`src/eiop_pkg.sv`:
```
package eiop_pkg;
  localparam int EIOP_W = 8;
  localparam int EIOP_AW = 16;
  localparam logic [15:0] EIOP_ADDR_LATCH = 16'hffdb;
  localparam logic [15:0] EIOP_ADDR_DIR = 16'hffeb;
  localparam logic [15:0] EIOP_ADDR_MODE = 16'hffec;
  localparam logic [15:0] EIOP_ADDR_TMR = 16'hffed;
  localparam logic [7:0] EIOP_LATCH_RST = 8'h00;
  localparam logic [7:0] EIOP_DIR_RST = 8'h00;
  localparam logic [7:0] EIOP_DIR_READ = 8'hff;
  localparam logic [7:0] EIOP_ZERO = 8'h00;
  localparam int EIOP_TMR_PIN = 1;
  localparam int EIOP_MODE_HIZ = 0;
  localparam int EIOP_MODE_HOLD = 1;
  localparam int EIOP_TMR_EN_BIT = 0;

  typedef struct packed {
    logic [7:0] o;
    logic [7:0] oe;
  } eiop_drive_s;
endpackage : eiop_pkg

```
`src/eiop_port.sv`:
```
// Functional notes
// - Eight-bit data register holds output value for each pin.
// - Read of a pin with direction bit 1 returns its latched value.
// - Read of an input pin returns its synchronised pin level.
// - Each direction bit selects output (1) or input (0), except pin 1 under timer enable.
// - Reset clears the data register.
// - Reset clears the direction register, all pins inputs.
// - Direction register is write-only and reads as all ones.
// - Pins float in reset and standby, hold in sleep/watch.
// - Timer enable drives compare output on pin 1, ignoring direction.
`timescale 1ns/10ps
module eiop_port
  import eiop_pkg::*;
(
  input wire logic core_clk,
  input wire logic rstn,
  input wire logic [EIOP_AW-1:0] addr,
  input wire logic [7:0] wdata,
  input wire logic wr,
  input wire logic rd,
  output logic [7:0] rdata,
  input wire logic [7:0] pin_i,
  output logic [7:0] pin_o,
  output logic [7:0] pin_oe,
  input wire logic timer_compare_out_a
);

  // Only pin 1 doubles as the timer compare output
  localparam logic [7:0] TMR_MASK = 8'h01 << EIOP_TMR_PIN;
  localparam logic [1:0] MODE_RST = 2'h0;
  localparam logic TMR_RST = 1'b0;

  // Software-visible state
  logic [7:0] port_output_latch_q, port_output_latch_d;
  logic [7:0] port_direction_select_q, port_direction_select_d;
  logic [1:0] mode_q, mode_d;
  logic tmr_q, tmr_d;

  // Read data is registered, so it stands for one cycle only
  logic [7:0] rdata_q, rdata_d;

  // Pin drive state, registered so the pins come straight from flops
  eiop_drive_s drv_q, drv_d;
  eiop_drive_s drv_run;
  logic [7:0] tmr_sel;
  logic standby;
  logic hold;

  // Two-stage synchronisers for the pins and the timer level
  logic [7:0] sync1_q, sync1_d;
  logic [7:0] sync2_q, sync2_d;
  logic tmr_s1_q, tmr_s1_d;
  logic tmr_s2_q, tmr_s2_d;

  // Decoded strobes
  logic wr_latch;
  logic wr_dir;
  logic wr_mode;
  logic wr_tmr;
  logic rd_latch;
  logic rd_dir;
  logic rd_mode;
  logic rd_tmr;

  // Full-width compare, so no alias of the port answers
  function automatic logic addr_hit(
    input logic [EIOP_AW-1:0] a,
    input logic [EIOP_AW-1:0] base
  );
    addr_hit = (a == base);
  endfunction : addr_hit

  // Per-pin choice between two sources under a select mask
  function automatic logic [7:0] bit_pick(
    input logic [7:0] sel,
    input logic [7:0] when_one,
    input logic [7:0] when_zero
  );
    bit_pick = (sel & when_one) | (~sel & when_zero);
  endfunction : bit_pick

  // Narrow control fields read back zero-extended
  function automatic logic [7:0] ctrl_word(input logic [1:0] field);
    ctrl_word = {6'h00, field};
  endfunction : ctrl_word

  // Pin drive before the standby and hold overrides
  function automatic eiop_drive_s pin_drive(
    input logic [7:0] latch,
    input logic [7:0] dir,
    input logic [7:0] shared,
    input logic level
  );
    eiop_drive_s d;
    d.o = bit_pick(shared, {8{level}}, latch);
    d.oe = dir | shared;
    pin_drive = d;
  endfunction : pin_drive

  // Bus decode
  always_comb begin
    wr_latch = wr & addr_hit(addr, EIOP_ADDR_LATCH);
    wr_dir = wr & addr_hit(addr, EIOP_ADDR_DIR);
    wr_mode = wr & addr_hit(addr, EIOP_ADDR_MODE);
    wr_tmr = wr & addr_hit(addr, EIOP_ADDR_TMR);
    rd_latch = rd & addr_hit(addr, EIOP_ADDR_LATCH);
    rd_dir = rd & addr_hit(addr, EIOP_ADDR_DIR);
    rd_mode = rd & addr_hit(addr, EIOP_ADDR_MODE);
    rd_tmr = rd & addr_hit(addr, EIOP_ADDR_TMR);
  end

  // Only the second stage is read, the first may be metastable
  always_comb begin
    sync1_d = pin_i;
    sync2_d = sync1_q;
    tmr_s1_d = timer_compare_out_a;
    tmr_s2_d = tmr_s1_q;
  end

  always_ff @(posedge core_clk) begin
    sync1_q <= sync1_d;
    sync2_q <= sync2_d;
    tmr_s1_q <= tmr_s1_d;
    tmr_s2_q <= tmr_s2_d;
  end

  // Data register
  always_comb begin
    port_output_latch_d = port_output_latch_q;
    if (wr_latch) begin
      port_output_latch_d = wdata;
    end
  end

  always_ff @(posedge core_clk) begin
    if (!rstn) begin
      port_output_latch_q <= EIOP_LATCH_RST;
    end else begin
      port_output_latch_q <= port_output_latch_d;
    end
  end

  // Direction register, one bit per pin
  always_comb begin
    port_direction_select_d = port_direction_select_q;
    if (wr_dir) begin
      port_direction_select_d = wdata;
    end
  end

  always_ff @(posedge core_clk) begin
    if (!rstn) begin
      port_direction_select_q <= EIOP_DIR_RST;
    end else begin
      port_direction_select_q <= port_direction_select_d;
    end
  end

  // Operating mode: standby floats the pins, hold freezes them
  always_comb begin
    mode_d = mode_q;
    if (wr_mode) begin
      mode_d = wdata[1:0];
    end
  end

  always_ff @(posedge core_clk) begin
    if (!rstn) begin
      mode_q <= MODE_RST;
    end else begin
      mode_q <= mode_d;
    end
  end

  // Timer output enable for the shared pin
  always_comb begin
    tmr_d = tmr_q;
    if (wr_tmr) begin
      tmr_d = wdata[EIOP_TMR_EN_BIT];
    end
  end

  always_ff @(posedge core_clk) begin
    if (!rstn) begin
      tmr_q <= TMR_RST;
    end else begin
      tmr_q <= tmr_d;
    end
  end

  // Read path; an input pin reads its level from two cycles back
  always_comb begin
    rdata_d = EIOP_ZERO;
    if (rd_latch) begin
      rdata_d = bit_pick(port_direction_select_q,
                         port_output_latch_q,
                         sync2_q);
    end else if (rd_dir) begin
      rdata_d = EIOP_DIR_READ;
    end else if (rd_mode) begin
      rdata_d = ctrl_word(mode_q);
    end else if (rd_tmr) begin
      rdata_d = ctrl_word({1'b0, tmr_q});
    end
  end

  always_ff @(posedge core_clk) begin
    if (!rstn) begin
      rdata_q <= EIOP_ZERO;
    end else begin
      rdata_q <= rdata_d;
    end
  end

  // Pin drive; standby wins over hold for the enables
  always_comb begin
    standby = mode_q[EIOP_MODE_HIZ];
    hold = mode_q[EIOP_MODE_HOLD];
    tmr_sel = tmr_q ? TMR_MASK : EIOP_ZERO;
    drv_run = pin_drive(port_output_latch_q,
                        port_direction_select_q,
                        tmr_sel,
                        tmr_s2_q);
    drv_d = drv_run;
    if (hold) begin
      drv_d = drv_q;
    end
    if (standby) begin
      drv_d.oe = EIOP_ZERO;
    end
  end

  // Reset floats every pin
  always_ff @(posedge core_clk) begin
    if (!rstn) begin
      drv_q <= '0;
    end else begin
      drv_q <= drv_d;
    end
  end

  assign rdata = rdata_q;
  assign pin_o = drv_q.o;
  assign pin_oe = drv_q.oe;

endmodule : eiop_port

```
`config.mk`:
```
export PLATFORM = sky130hd
export DESIGN_NAME = eiop_port
export DESIGN_NICKNAME = d
export VERILOG_FILES = /design/src/eiop_pkg.sv /design/src/eiop_port.sv
export SDC_FILE = /design/constraint.sdc
export NUM_CORES = 1
export LEC_CHECK = 0
export ABC_AREA = 1
export BUFFER_PORTS_ARGS = -buffer_cell sky130_fd_sc_hd__buf_4
export CAP_MARGIN = 40
export CORE_ASPECT_RATIO = 0.8
export CORE_UTILIZATION = 30
export DETAILED_ROUTE_END_ITERATION = 12
export MAX_ROUTING_LAYER = met4
export PLACE_DENSITY = 0.57
export SKIP_CTS_REPAIR_TIMING = 1
export SLEW_MARGIN = 20
export SYNTH_ARGS = -nofsm -noshare
export SYNTH_HDL_FRONTEND = slang
export SYNTH_SLANG_ARGS = --single-unit
```
`constraint.sdc`:
```
create_clock -name core_clk -period 3.1 [get_ports core_clk]
set_clock_uncertainty 0.15 [all_clocks]
set_input_delay 0.31 -clock core_clk [delete_from_list [all_inputs] [get_ports core_clk]]
set_output_delay 0.31 -clock core_clk [all_outputs]
set_load 0.02 [all_outputs]
```
==> results of run 1 <==
[cell usage after synthesis]
master    number  area, um2
nand4_2        1       12.5
nand3_4        2       35.0
inv_1         24       90.1
nand3_1        3       15.0
a21oi_1       21        105
clkbuf_1       7       26.3
buf_2          1       5.00
nand4_1        6       37.5
nor2_1        53        199
dfxtp_1       61       1220
buf_6          2       22.5
nor2_4         1       11.3
o21bai_1       2       15.0
nand2_2        3       18.8
nand3_2        1       10.0
nand2_1       58        218
nor2_8         1       20.0
nor3_4         1       16.3
o21ai_0       27        135
nor3_1         1       5.00
[routing by layer]
layer,track usage [%],up-vias,part of all wire [%]
met2,21.1,54,41
met1,17.6,838,50
met3,6.43,10,7.5
met4,6.27,0,1.7
li1,-,1016,-
met5,-,-,0
[registers in the layout, summed over array words and instances, names as in the netlist]
register,count
tmr_s2_q,1
sync2_q,8
tmr_q,1
pin_oe,8
port_output_latch_q,8
tmr_s1_q,1
sync1_q,8
port_direction_select_q,8
mode_q,2
rdata,8
pin_o,8
[final timing paths]
check | startpoint | cells after the start | slack [ns] | end
worst min register to register | sync1_q[4]$_DFF_P_ | 0 | 0.18 | sync2_q[4]$_DFF_P_
worst min-delay path | wdata[3] | 3 | 0.05 | port_direction_select_q[3]$_SDFFE_PN0P_
worst max register to register | mode_q[1]$_SDFFE_PN0P_ | 3 | 1.57 | pin_oe[0]$_SDFFE_PP0N_
worst max-delay path | mode_q[1]$_SDFFE_PN0P_ | 3 | 1.57 | pin_oe[0]$_SDFFE_PP0N_
[per-stage QoR]
stage | total power [mW] | utilization (%) | cell area [um2]
floorplan | 0.843 | - | 2220
global placement | 0.889 | 38.8 | 2720
detailed placement | 0.890 | 38.8 | 2720
CTS | 1.62 | 41.8 | 2940
global route | 1.67 | 43.1 | 3030
finish | 1.61 | 43.1 | 3030
[final cells by class]
| type | count | area (um2) |
|---|---|---|
| Fill cell | 736 | 4000 |
| Clock inverter | 3 | 42.5 |
| Tap cell | 87 | 109 |
| Inverter | 24 | 90.1 |
| Sequential cell | 61 | 1220 |
| Clock buffer | 13 | 169 |
| Multi-Input combinational cell | 181 | 853 |
| Timing Repair Buffer | 69 | 541 |
[cells by family (layout without fill, tap and decap cells)]
| kind of cell | count (synthesis) | in the layout | share of synthesized area (%) |
|---|---|---|---|
| buffers and inverters | 34 | 109 | 6.49 |
| and+or+nand+nor | 131 | 131 | 27.0 |
| AOI/OAI and AO/OA | 50 | 50 | 11.5 |
| DFF | 61 | 61 | 55.0 |
[worst max-delay path: cells and delay by family, from the launching register on]
| kind | cells | cell delay [ns] |
|---|---|---|
| buffers and inverters | 1 | 0.60 |
| flip-flops | 1 | 0.35 |
| AO/OA/AOI/OAI | 2 | 0.35 |
[power groups by stage]
stage	Sequential, mW	Clock [mW]	Combinational, mW
after detailed placement	0.817	0	0.0725
final	0.800	0.726	0.0810
after global routing	0.800	0.782	0.0902
after global placement	0.817	0	0.0720
after CTS	0.800	0.743	0.0729
after floorplan	0.816	0	0.0269
==> results.md, run 1 <==
- Kind of critical path: reg -> reg
- Gp weighted congestion: 0.771
- Highest Clock Rate: approximately 0.65 GHz
- Initial antenna violation count: 0
- Pre-CTS setup slack: 1.34 ns
- Antenna viol nets, final: 0
- Minimum clock period: 1.53 ns
- Effective utilization at floorplan: 31.6%
- Global-route wire length before repair: approximately 8.3 mm
- All-Layer GR Usage: 14.6%
- Mapped Nets: 313
- Startpoint class of the critical path: register
- Most frequent cells in the layout: 61 x dfxtp_1, 60 x buf_4, 58 x nand2_1
- Crit share post-route: 49.4%
- Final Hold Violating Endpoints: 0
- Worst VDD drop: 0.000206 V
- Initial DRT Pass Iterations: 8
- Vias: 1918
- Hold Slack: just over 0.05 ns
- CP max FO: 30
- Die Y-Extent: 78.9 um
- Vias in the first global route: 1755
- Routed len/inst: 11.3 um
- Mean Syn Cell Area: ~8.0 um2
- Dpl cells: 413
- Synth Instances: 276
- Final setup margin: 1.57 ns
- Dpl hpwl: approximately 3.5 mm
- Warnings from Yosys: 0
- Remaining Overflow, GRT: 0
- Vias per cell: 4.38
- Root buf cell: clkbuf_8
- Final setup viols: 0
- Clk sinks: 61
- Slew @ Worst Pin: 0.798 ns
- Switching pwr: 0.331 mW
- Part of the power in registers: 49.8%
- Arrival time at the worst endpoint: approximately 1.6 ns
- RSZ-0062 raised after global routing: no
- Worst path cell trace: inv_1 -> o21ai_0 -> a21oi_1
- Post-Layout Cell Count: about 440
- Fin. max-slew vios: 0
- Sw Share: slightly above 20%
- Max Cap Violations: 0
- Worst path max stage delay: about 0.60 ns
- Register area share after synthesis: 55.0%
- Internal: 1.28 mW
- Yosys reg bits: slightly above 60
- Drt drc: 8
- Max H-tree Level: 3
- Status: complete, but fails checks
- Clk Latency, worst-skew pair: 0.34 ns
- Slew headroom: 46.8%
- CTS tree: yes
- Cell Pwr Density: 531 nW/um2
- CP Capture Type: register
- Fin Setup TNS: 0 ns
- First DRT Iteration DRCs: 79
- Clock Path Buffers: 2
- Combinational fraction of design power: 5.0%
- # rows: 27
- Largest net degree at the start of global routing: 31
- Leakage power: 1.45 nW
- Total Nets Final: approximately 380
- Netlist cell types: 20
- Die area: 7740 um2
- Critical Path RT: 3.21 ns
- Failing checks: DRC
- CTS Buf Count: 9
- Clock power share: 45.2%
- Ratio of cells with drive above 1 in the final layout: 24.2%
- P&R area growth vs syn: 36.4%
- # port buffers: 60
- Area of the mapped netlist: between 2000 and 2500 um2
- Hold WC Path Type: in -> reg
- Core area: approximately 7000 um2
- ANT cells: 0
- Commonest non-fill, non-tap cell in the layout: dfxtp_1
- Critical path's slowest cell: inv_1
- WL final: 4.95 mm
- CTS clock-pin slew for the worst setup and hold paths: 0.06 ns
- Horiz. Die Dim: 98.1 um
- IO Count: 61
No activity file was read; power rests on OpenSTA's default activity.
==> inputs of run 2 (changes only) <==
--- a/config.mk
+++ b/config.mk
@@ -12,7 +12,7 @@
 export CORE_UTILIZATION = 30
 export DETAILED_ROUTE_END_ITERATION = 12
 export MAX_ROUTING_LAYER = met4
-export PLACE_DENSITY = 0.57
+export PLACE_DENSITY = 0.58
 export SKIP_CTS_REPAIR_TIMING = 1
 export SLEW_MARGIN = 20
 export SYNTH_ARGS = -nofsm -noshare
==> constraint.sdc (replaced) <==
create_clock -name core_clk -period 1.31 [get_ports core_clk]
set_clock_uncertainty 0.15 [all_clocks]
set_input_delay 0.131 -clock core_clk [delete_from_list [all_inputs] [get_ports core_clk]]
set_output_delay 0.131 -clock core_clk [all_outputs]
set_load 0.02 [all_outputs]
==> run 2 against run 1 <==
- the run still ends with DRC left
- hold slack improved by 0.034 ns
- clock power rose by 120%
- non-clock buffer count rose by 21
- final area rose by 5.5%
- critical path depth rose by 3
- setup slack got worse by 1.4 ns
- power rose by 130%
- wire length rose by 1.9%
- critical path type is now in -> reg
- highest routed layer unchanged
==> results.md, run 2 (synthesis results as in run 1) <==
- IO Count: 61 (unchanged)
- Die area: 7740 um2 (unchanged)
- Total Nets Final: 404 (was 383)
- WHS Endpoint: tmr_q$_SDFFE_PN0P_ (was port_direction_select_q[3]$_SDFFE_PN0P_)
- Antenna viol nets, final: 0 (unchanged)
- Hold Slack: 0.0853 ns (was 0.0516 ns)
- Root buf cell: clkbuf_8 (unchanged)
- Max H-tree Level: 3 (unchanged)
- CTS tree: yes (unchanged)
- Fin. max-slew vios: 0 (unchanged)
- Effective utilization at floorplan: 31.6% (unchanged)
- Final Core Density: 45.4% (was 43.1%)
- Largest net degree at the start of global routing: 17 (was 31)
- Worst VDD drop: 0.000568 V (was 0.000206 V)
- # port buffers: 60 (unchanged)
- Commonest non-fill, non-tap cell in the layout: buf_4 (was dfxtp_1)
- All-Layer GR Usage: 14.3% (was 14.6%)
- Most frequent cells in the layout: 70 x buf_4, 61 x dfxtp_1, 58 x nand2_1 (was 61 x dfxtp_1, 60 x buf_4, 58 x nand2_1)
- Minimum clock period: 1.18 ns
- First DRT Iteration DRCs: 92 (was 79)
- CP Capture Type: register (unchanged)
- Dpl hpwl: 3.54 mm (was 3.47 mm)
- Slew headroom: 76.4% (was 46.8%)
- Highest Clock Rate: 0.846 GHz
- Vias per cell: 4.24 (was 4.38)
- Pre-CTS setup slack: -0.0718 ns (was 1.34 ns)
- Slew @ Worst Pin: 0.353 ns (was 0.798 ns)
- Final setup viols: 0 (unchanged)
- Failing checks: DRC (unchanged)
- Critical Path RT: 1.38 ns (was 3.21 ns)
- Core area: 7030 um2 (unchanged)
- Vias: 1945 (was 1918)
- Crit share post-route: between 90% and 100%
- Kind of critical path: in -> reg (was reg -> reg)
- Die Y-Extent: 78.9 um (unchanged)
- Hold path depth: 4 (was 3)
- Clock Path Buffers: 2 (unchanged)
- RSZ-0062 raised after global routing: no (unchanged)
- RR Startpoint: port_direction_select_q[3]$_SDFFE_PN0P_ (was mode_q[1]$_SDFFE_PN0P_)
- Drt drc: 6 (was 8)
- Vias in the first global route: 1681 (was 1755)
- Initial DRT Pass Iterations: 8 (unchanged)
- Max Cap Violations: 0 (unchanged)
- Ratio of cells with drive above 1 in the final layout: 25.3% (was 24.2%)
- RR Endpoint: rdata[3]$_SDFF_PN0_ (was pin_oe[0]$_SDFFE_PP0N_)
- Worst R2R Setup Slack: 0.18 ns (was 1.57 ns)
- Hold Crit Start: rstn (was wdata[3])
- CTS Buf Count: 9 (unchanged)
- Hold WC Path Type: in -> reg (unchanged)
- Status: complete, but fails checks (unchanged)
- Clk sinks: 61 (unchanged)
- Final setup margin: 0.129 ns (was 1.57 ns)
- # rows: 27 (unchanged)
- P&R area growth vs syn: 43.9% (was 36.4%)
- Routed len/inst: 11.0 um (was 11.3 um)
- Final Hold Violating Endpoints: 0 (unchanged)
- Startpoint class of the critical path: input pin (was register)
- WL final: 5.05 mm (was 4.95 mm)
- Reg2reg path depth: 4 (was 3)
- Global-route wire length before repair: 8.17 mm (was 8.26 mm)
- Clk Latency, worst-skew pair: 0.34 ns (about the same)
- Initial antenna violation count: 0 (unchanged)
- Horiz. Die Dim: 98.1 um (unchanged)
- ANT cells: 0 (unchanged)
- Critical path origin: rd (was mode_q[1]$_SDFFE_PN0P_)
- CTS clock-pin slew for the worst setup and hold paths: 0.06 ns (about the same)
- Leakage power: 1.53 nW (was 1.45 nW)
- Arrival time at the worst endpoint: 1.25 ns (was 1.64 ns)
- Cell Pwr Density: 1170 nW/um2 (was 531 nW/um2)
- CP max FO: 11 (was 30)
- Remaining Overflow, GRT: 0 (unchanged)
- Gp weighted congestion: 0.775 (was 0.771)
-- run 2: final cells by class --
class / instances / area, um2
multi-input cells: 181 / 853
inverters: 24 / 90.1
clock inverters: 4 / 47.5
flip-flops and latches: 61 / 1220
clock buffers: 12 / 145
fillers: 705 / 3830
well taps: 87 / 109
repair buffers: 90 / 726
-- run 2: per-stage QoR --
stage | TNS (ns) | cells | instance area (um2) | power [mW]
after global placement | -0.384 | 423 | 2800 | 2.12
after CTS | 0 | 439 | 2990 | 3.75
after global routing | 0 | 459 | 3190 | 3.92
final | 0 | 459 | 3190 | 3.74
after floorplan | 0 | 276 | 2220 | 1.99
after detailed placement | -0.809 | 423 | 2800 | 2.12
-- run 2: how the worst max path moves through the flow --
stage | to | slack [ns] | cells after the start
2_1_floorplan | port_output_latch_q[0]$_SDFFE_PN0P_ | 0.1 | 8
3_3_place_gp | port_output_latch_q[0]$_SDFFE_PN0P_ | -0.04 | 8
3_5_place_dp | port_output_latch_q[6]$_SDFFE_PN0P_ | -0.07 | 8
4_1_cts | rdata[3]$_SDFF_PN0_ | 0.07 | 4
5_1_grt | port_output_latch_q[7]$_SDFFE_PN0P_ | 0.05 | 6
6_report | rdata[0]$_SDFF_PN0_ | 0.13 | 6
-- run 2: critical path, stage by stage --
cell	delay [ns]
dlygate4sd3_1	0.54
buf_4	0.18
nand3_2	0.15
nand2_1	0.09
nor2_1	0.11
nor2_1	0.05
-- run 2: power by group --
group	internal [mW]	switching, mW	total [mW]
Combinational	0.137	0.0978	0.234
Sequential	1.88	0.00723	1.89
Clock	0.924	0.689	1.61
Total	2.95	0.794	3.74
-- run 2: metal layers --
layer	up-vias	global-route usage (%)	wire length, um
met4	0	6.72	77
met5	-	-	0
met3	10	4.84	299
li1	1055	-	-
met1	832	18.8	2530
met2	48	19.6	2150
==> inputs of run 3 (changes only) <==
--- a/config.mk
+++ b/config.mk
@@ -6,13 +6,13 @@
 export NUM_CORES = 1
 export LEC_CHECK = 0
 export ABC_AREA = 1
-export BUFFER_PORTS_ARGS = -buffer_cell sky130_fd_sc_hd__buf_4
 export CAP_MARGIN = 40
 export CORE_ASPECT_RATIO = 0.8
 export CORE_UTILIZATION = 30
 export DETAILED_ROUTE_END_ITERATION = 12
+export DONT_BUFFER_PORTS = 1
 export MAX_ROUTING_LAYER = met4
-export PLACE_DENSITY = 0.58
+export PLACE_DENSITY = 0.51
 export SKIP_CTS_REPAIR_TIMING = 1
 export SLEW_MARGIN = 20
 export SYNTH_ARGS = -nofsm -noshare
==> constraint.sdc (replaced) <==
create_clock -name core_clk -period 1.31 [get_ports core_clk]
set_clock_uncertainty 0.15 [all_clocks]
set_input_delay 0.1965 -clock core_clk [delete_from_list [all_inputs] [get_ports core_clk]]
set_output_delay 0.1965 -clock core_clk [all_outputs]
set_load 0.02 [all_outputs]
==> run 3 against run 2 <==
- largest power group unchanged
- via count shrank 10%
- flip-flop and latch count is the same
- hold slack lost 0.26 ns
- sequential share of layout area grew 6.8 points
- wire length shrank 4.9%
- power shrank 5.4%
- sequential power is essentially flat
- final area shrank 15%
- clock-buffer cell count shrank 2
- the run ends with DRC, hold timing left
- non-clock buffer count shrank 61
==> results.md, run 3 (synthesis results as in run 1) <==
- Final instance area: 2710 um2 (was 3190 um2)
- Fin. max-slew vios: 0 (unchanged)
- Clock power share: 43.6% (was 43.2%)
- Commonest non-fill, non-tap cell in the layout: dfxtp_1 (was buf_4)
- Highest Clock Rate: 0.841 GHz (was 0.846 GHz)
- Clk Latency, worst-skew pair: 0.33 ns (was 0.34 ns)
- Startpoint class of the critical path: register (was input pin)
- Global-route wire length before repair: 7.68 mm (was 8.17 mm)
- Leakage power: 1.24 nW (was 1.53 nW)
- Internal: 2.79 mW (was 2.95 mW)
- Minimum clock period: 1.19 ns (was 1.18 ns)
- CTS Buf Count: 9 (unchanged)
- Dpl cell area: 2420 um2 (was 2800 um2)
- CP delay by family, top: flip-flops (was buffers and inverters)
- Worst path cell trace: buf_4 (was dlygate4sd3_1 -> buf_4 -> nand3_2 -> nand2_1 -> nor2_1 -> nor2_1)
- Final setup viols: 0 (unchanged)
- IO Count: 61 (unchanged)
- Horiz. Die Dim: 98.1 um (unchanged)
- Global routing usage on met2: 18.2% (was 19.6%)
- Die Y-Extent: 78.9 um (unchanged)
- WP depth: 1 (was 6)
- Switching pwr: 0.743 mW (was 0.794 mW)
- Clock Path Buffers: 2 (unchanged)
- Global routing usage on met1: 17.0% (was 18.8%)
- Drt drc: 4 (was 6)
- Critical path's slowest cell: dfxtp_1 (was dlygate4sd3_1)
- Core area: 7030 um2 (unchanged)
- Root buf cell: clkbuf_8 (unchanged)
- Slew @ Worst Pin: 0.323 ns (was 0.353 ns)
- Initial antenna violation count: 0 (unchanged)
- Part of the power in registers: 53.5% (was 50.6%)
- Pre-CTS setup slack: -0.0541 ns (was -0.0718 ns)
- # port buffers: 0 (was 60)
- First DRT Iteration DRCs: 93 (was 92)
- Total Nets Final: 343 (was 404)
- Most frequent cells in the layout: 61 x dfxtp_1, 58 x nand2_1, 53 x nor2_1 (was 70 x buf_4, 61 x dfxtp_1, 58 x nand2_1)
- FF+latch area: 1220 um2 (unchanged)
- Initial DRT Pass Iterations: 8 (unchanged)
- Ratio of cells with drive above 1 in the final layout: 13.5% (was 25.3%)
- Cell Pwr Density: 1300 nW/um2 (was 1170 nW/um2)
- CTS clock-pin slew for the worst setup and hold paths: 0.07 ns (was 0.06 ns)
- CP max FO: 2 (was 11)
- Effective utilization at floorplan: 31.6% (unchanged)
- Final Hold Violating Endpoints: 33 (was 0)
- Max Cap Violations: 0 (unchanged)
- Hold Slack: -0.171 ns (was 0.0853 ns)
- WL final: 4.80 mm (was 5.05 mm)
- Worst Path Buf+Inv: 1 (was 2)
- Vias: 1742 (was 1945)
- Critical Path RT: 0.96 ns (was 1.38 ns)
- Vias per cell: 4.39 (was 4.24)
- RSZ-0062 raised after global routing: no (unchanged)
- CTS tree: yes (unchanged)
- Hold path depth: 2 (was 4)
- M3 GR Usage: 7.75% (was 4.84%)
- Vias in the first global route: 1577 (was 1681)
- All-Layer GR Usage: 13.7% (was 14.3%)
- Clk sinks: 61 (unchanged)
- Kind of critical path: reg -> out (was in -> reg)
- Final setup margin: 0.121 ns (was 0.129 ns)
- Routed len/inst: 12.1 um (was 11.0 um)
- Worst VDD drop: 0.000552 V (was 0.000568 V)
- Slew headroom: 78.2% (was 76.4%)
- CP Capture Type: output port (was register)
- Footprint of the multi-input gates: 853 um2 (unchanged)
- Hold WC Path Type: in -> reg (unchanged)
- Reg2reg path depth: 5 (was 4)
- Final Core Density: 38.6% (was 45.4%)
- Combinational fraction of design power: 3.0% (was 6.3%)
- Failing checks: DRC, hold timing (was DRC)
- Worst path max stage delay: 0.36 ns (was 0.54 ns)
- Status: complete, but fails checks (unchanged)
- Dpl hpwl: 3.32 mm (was 3.54 mm)
- Gp weighted congestion: 0.797 (was 0.775)
- ANT cells: 0 (unchanged)
- Largest net degree at the start of global routing: 31 (was 17)
- Die area: 7740 um2 (unchanged)
- # rows: 27 (unchanged)
- Crit share post-route: 90.8% (was 90.2%)
- Arrival time at the worst endpoint: 0.84 ns (was 1.25 ns)
- Antenna viol nets, final: 0 (unchanged)
- FILL cells: 732 (was 705)
- Remaining Overflow, GRT: 0 (unchanged)
- Gr busiest metal: met2 (unchanged)
- P&R area growth vs syn: 22.2% (was 43.9%)
- Max H-tree Level: 3 (unchanged)
- Sw Share: 21.0% (was 21.2%)
==> run 3: cell count changes in the layout (fill, tap and decap cells not counted) <==
| cell | change |
|---|---|
| clkbuf_8 | -1 |
| buf_12 | +1 |
| o21ai_0 | +3 |
| clkbuf_1 | -1 |
| dlygate4sd3_1 | -9 |
| o21ai_1 | -3 |
| buf_4 | -53 |
| clkinv_2 | +1 |
==> run 3: final timing paths <==
path	from	endpoint	slack, ns
worst min register to register	sync1_q[5]$_DFF_P_	sync2_q[5]$_DFF_P_	0.18
worst max register to register	port_direction_select_q[2]$_SDFFE_PN0P_	rdata[2]$_SDFF_PN0_	0.14
worst min-delay path	rstn	port_output_latch_q[4]$_SDFFE_PN0P_	-0.17
worst max-delay path	pin_oe[4]$_SDFFE_PP0N_	pin_oe[4]	0.12
==> run 3: area by class of cell <==
type | instances | area share [%]
multi-input cells | 181 | 31.5
well taps | 87 | 4.01
flip-flops and latches | 61 | 45.0
clock buffers | 10 | 4.71
inverters | 24 | 3.32
clock inverters | 5 | 1.94
repair buffers | 29 | 9.51
==> run 3: power by group through the flow <==
stage               logic, mW  registers, mW  clock network, mW
CTS                    0.0779           1.89               1.59
global route            0.119           1.89               1.69
detailed placement     0.0773           1.93                  0
global placement       0.0767           1.93                  0
finish                  0.105           1.89               1.54
floorplan              0.0636           1.93                  0
==> run 3: per-layer routing <==
layer / wire [um] / vias up
met5: 0 / -
li1: - / 937
met2: 2020 / 45
met1: 2330 / 758
met3: 435 / 2
met4: 16 / 0
==> run 3: per-stage QoR <==
step	cells	power [mW]	hold slack (ns)	setup TNS, ns
CTS	386	3.56	-0.284	0
detailed placement	371	2.01	0.0743	-0.104
global route	397	3.71	-0.203	0
floorplan	276	1.99	0.0742	0
global placement	371	2.01	0.0743	-0.0776
finish	397	3.54	-0.171	0
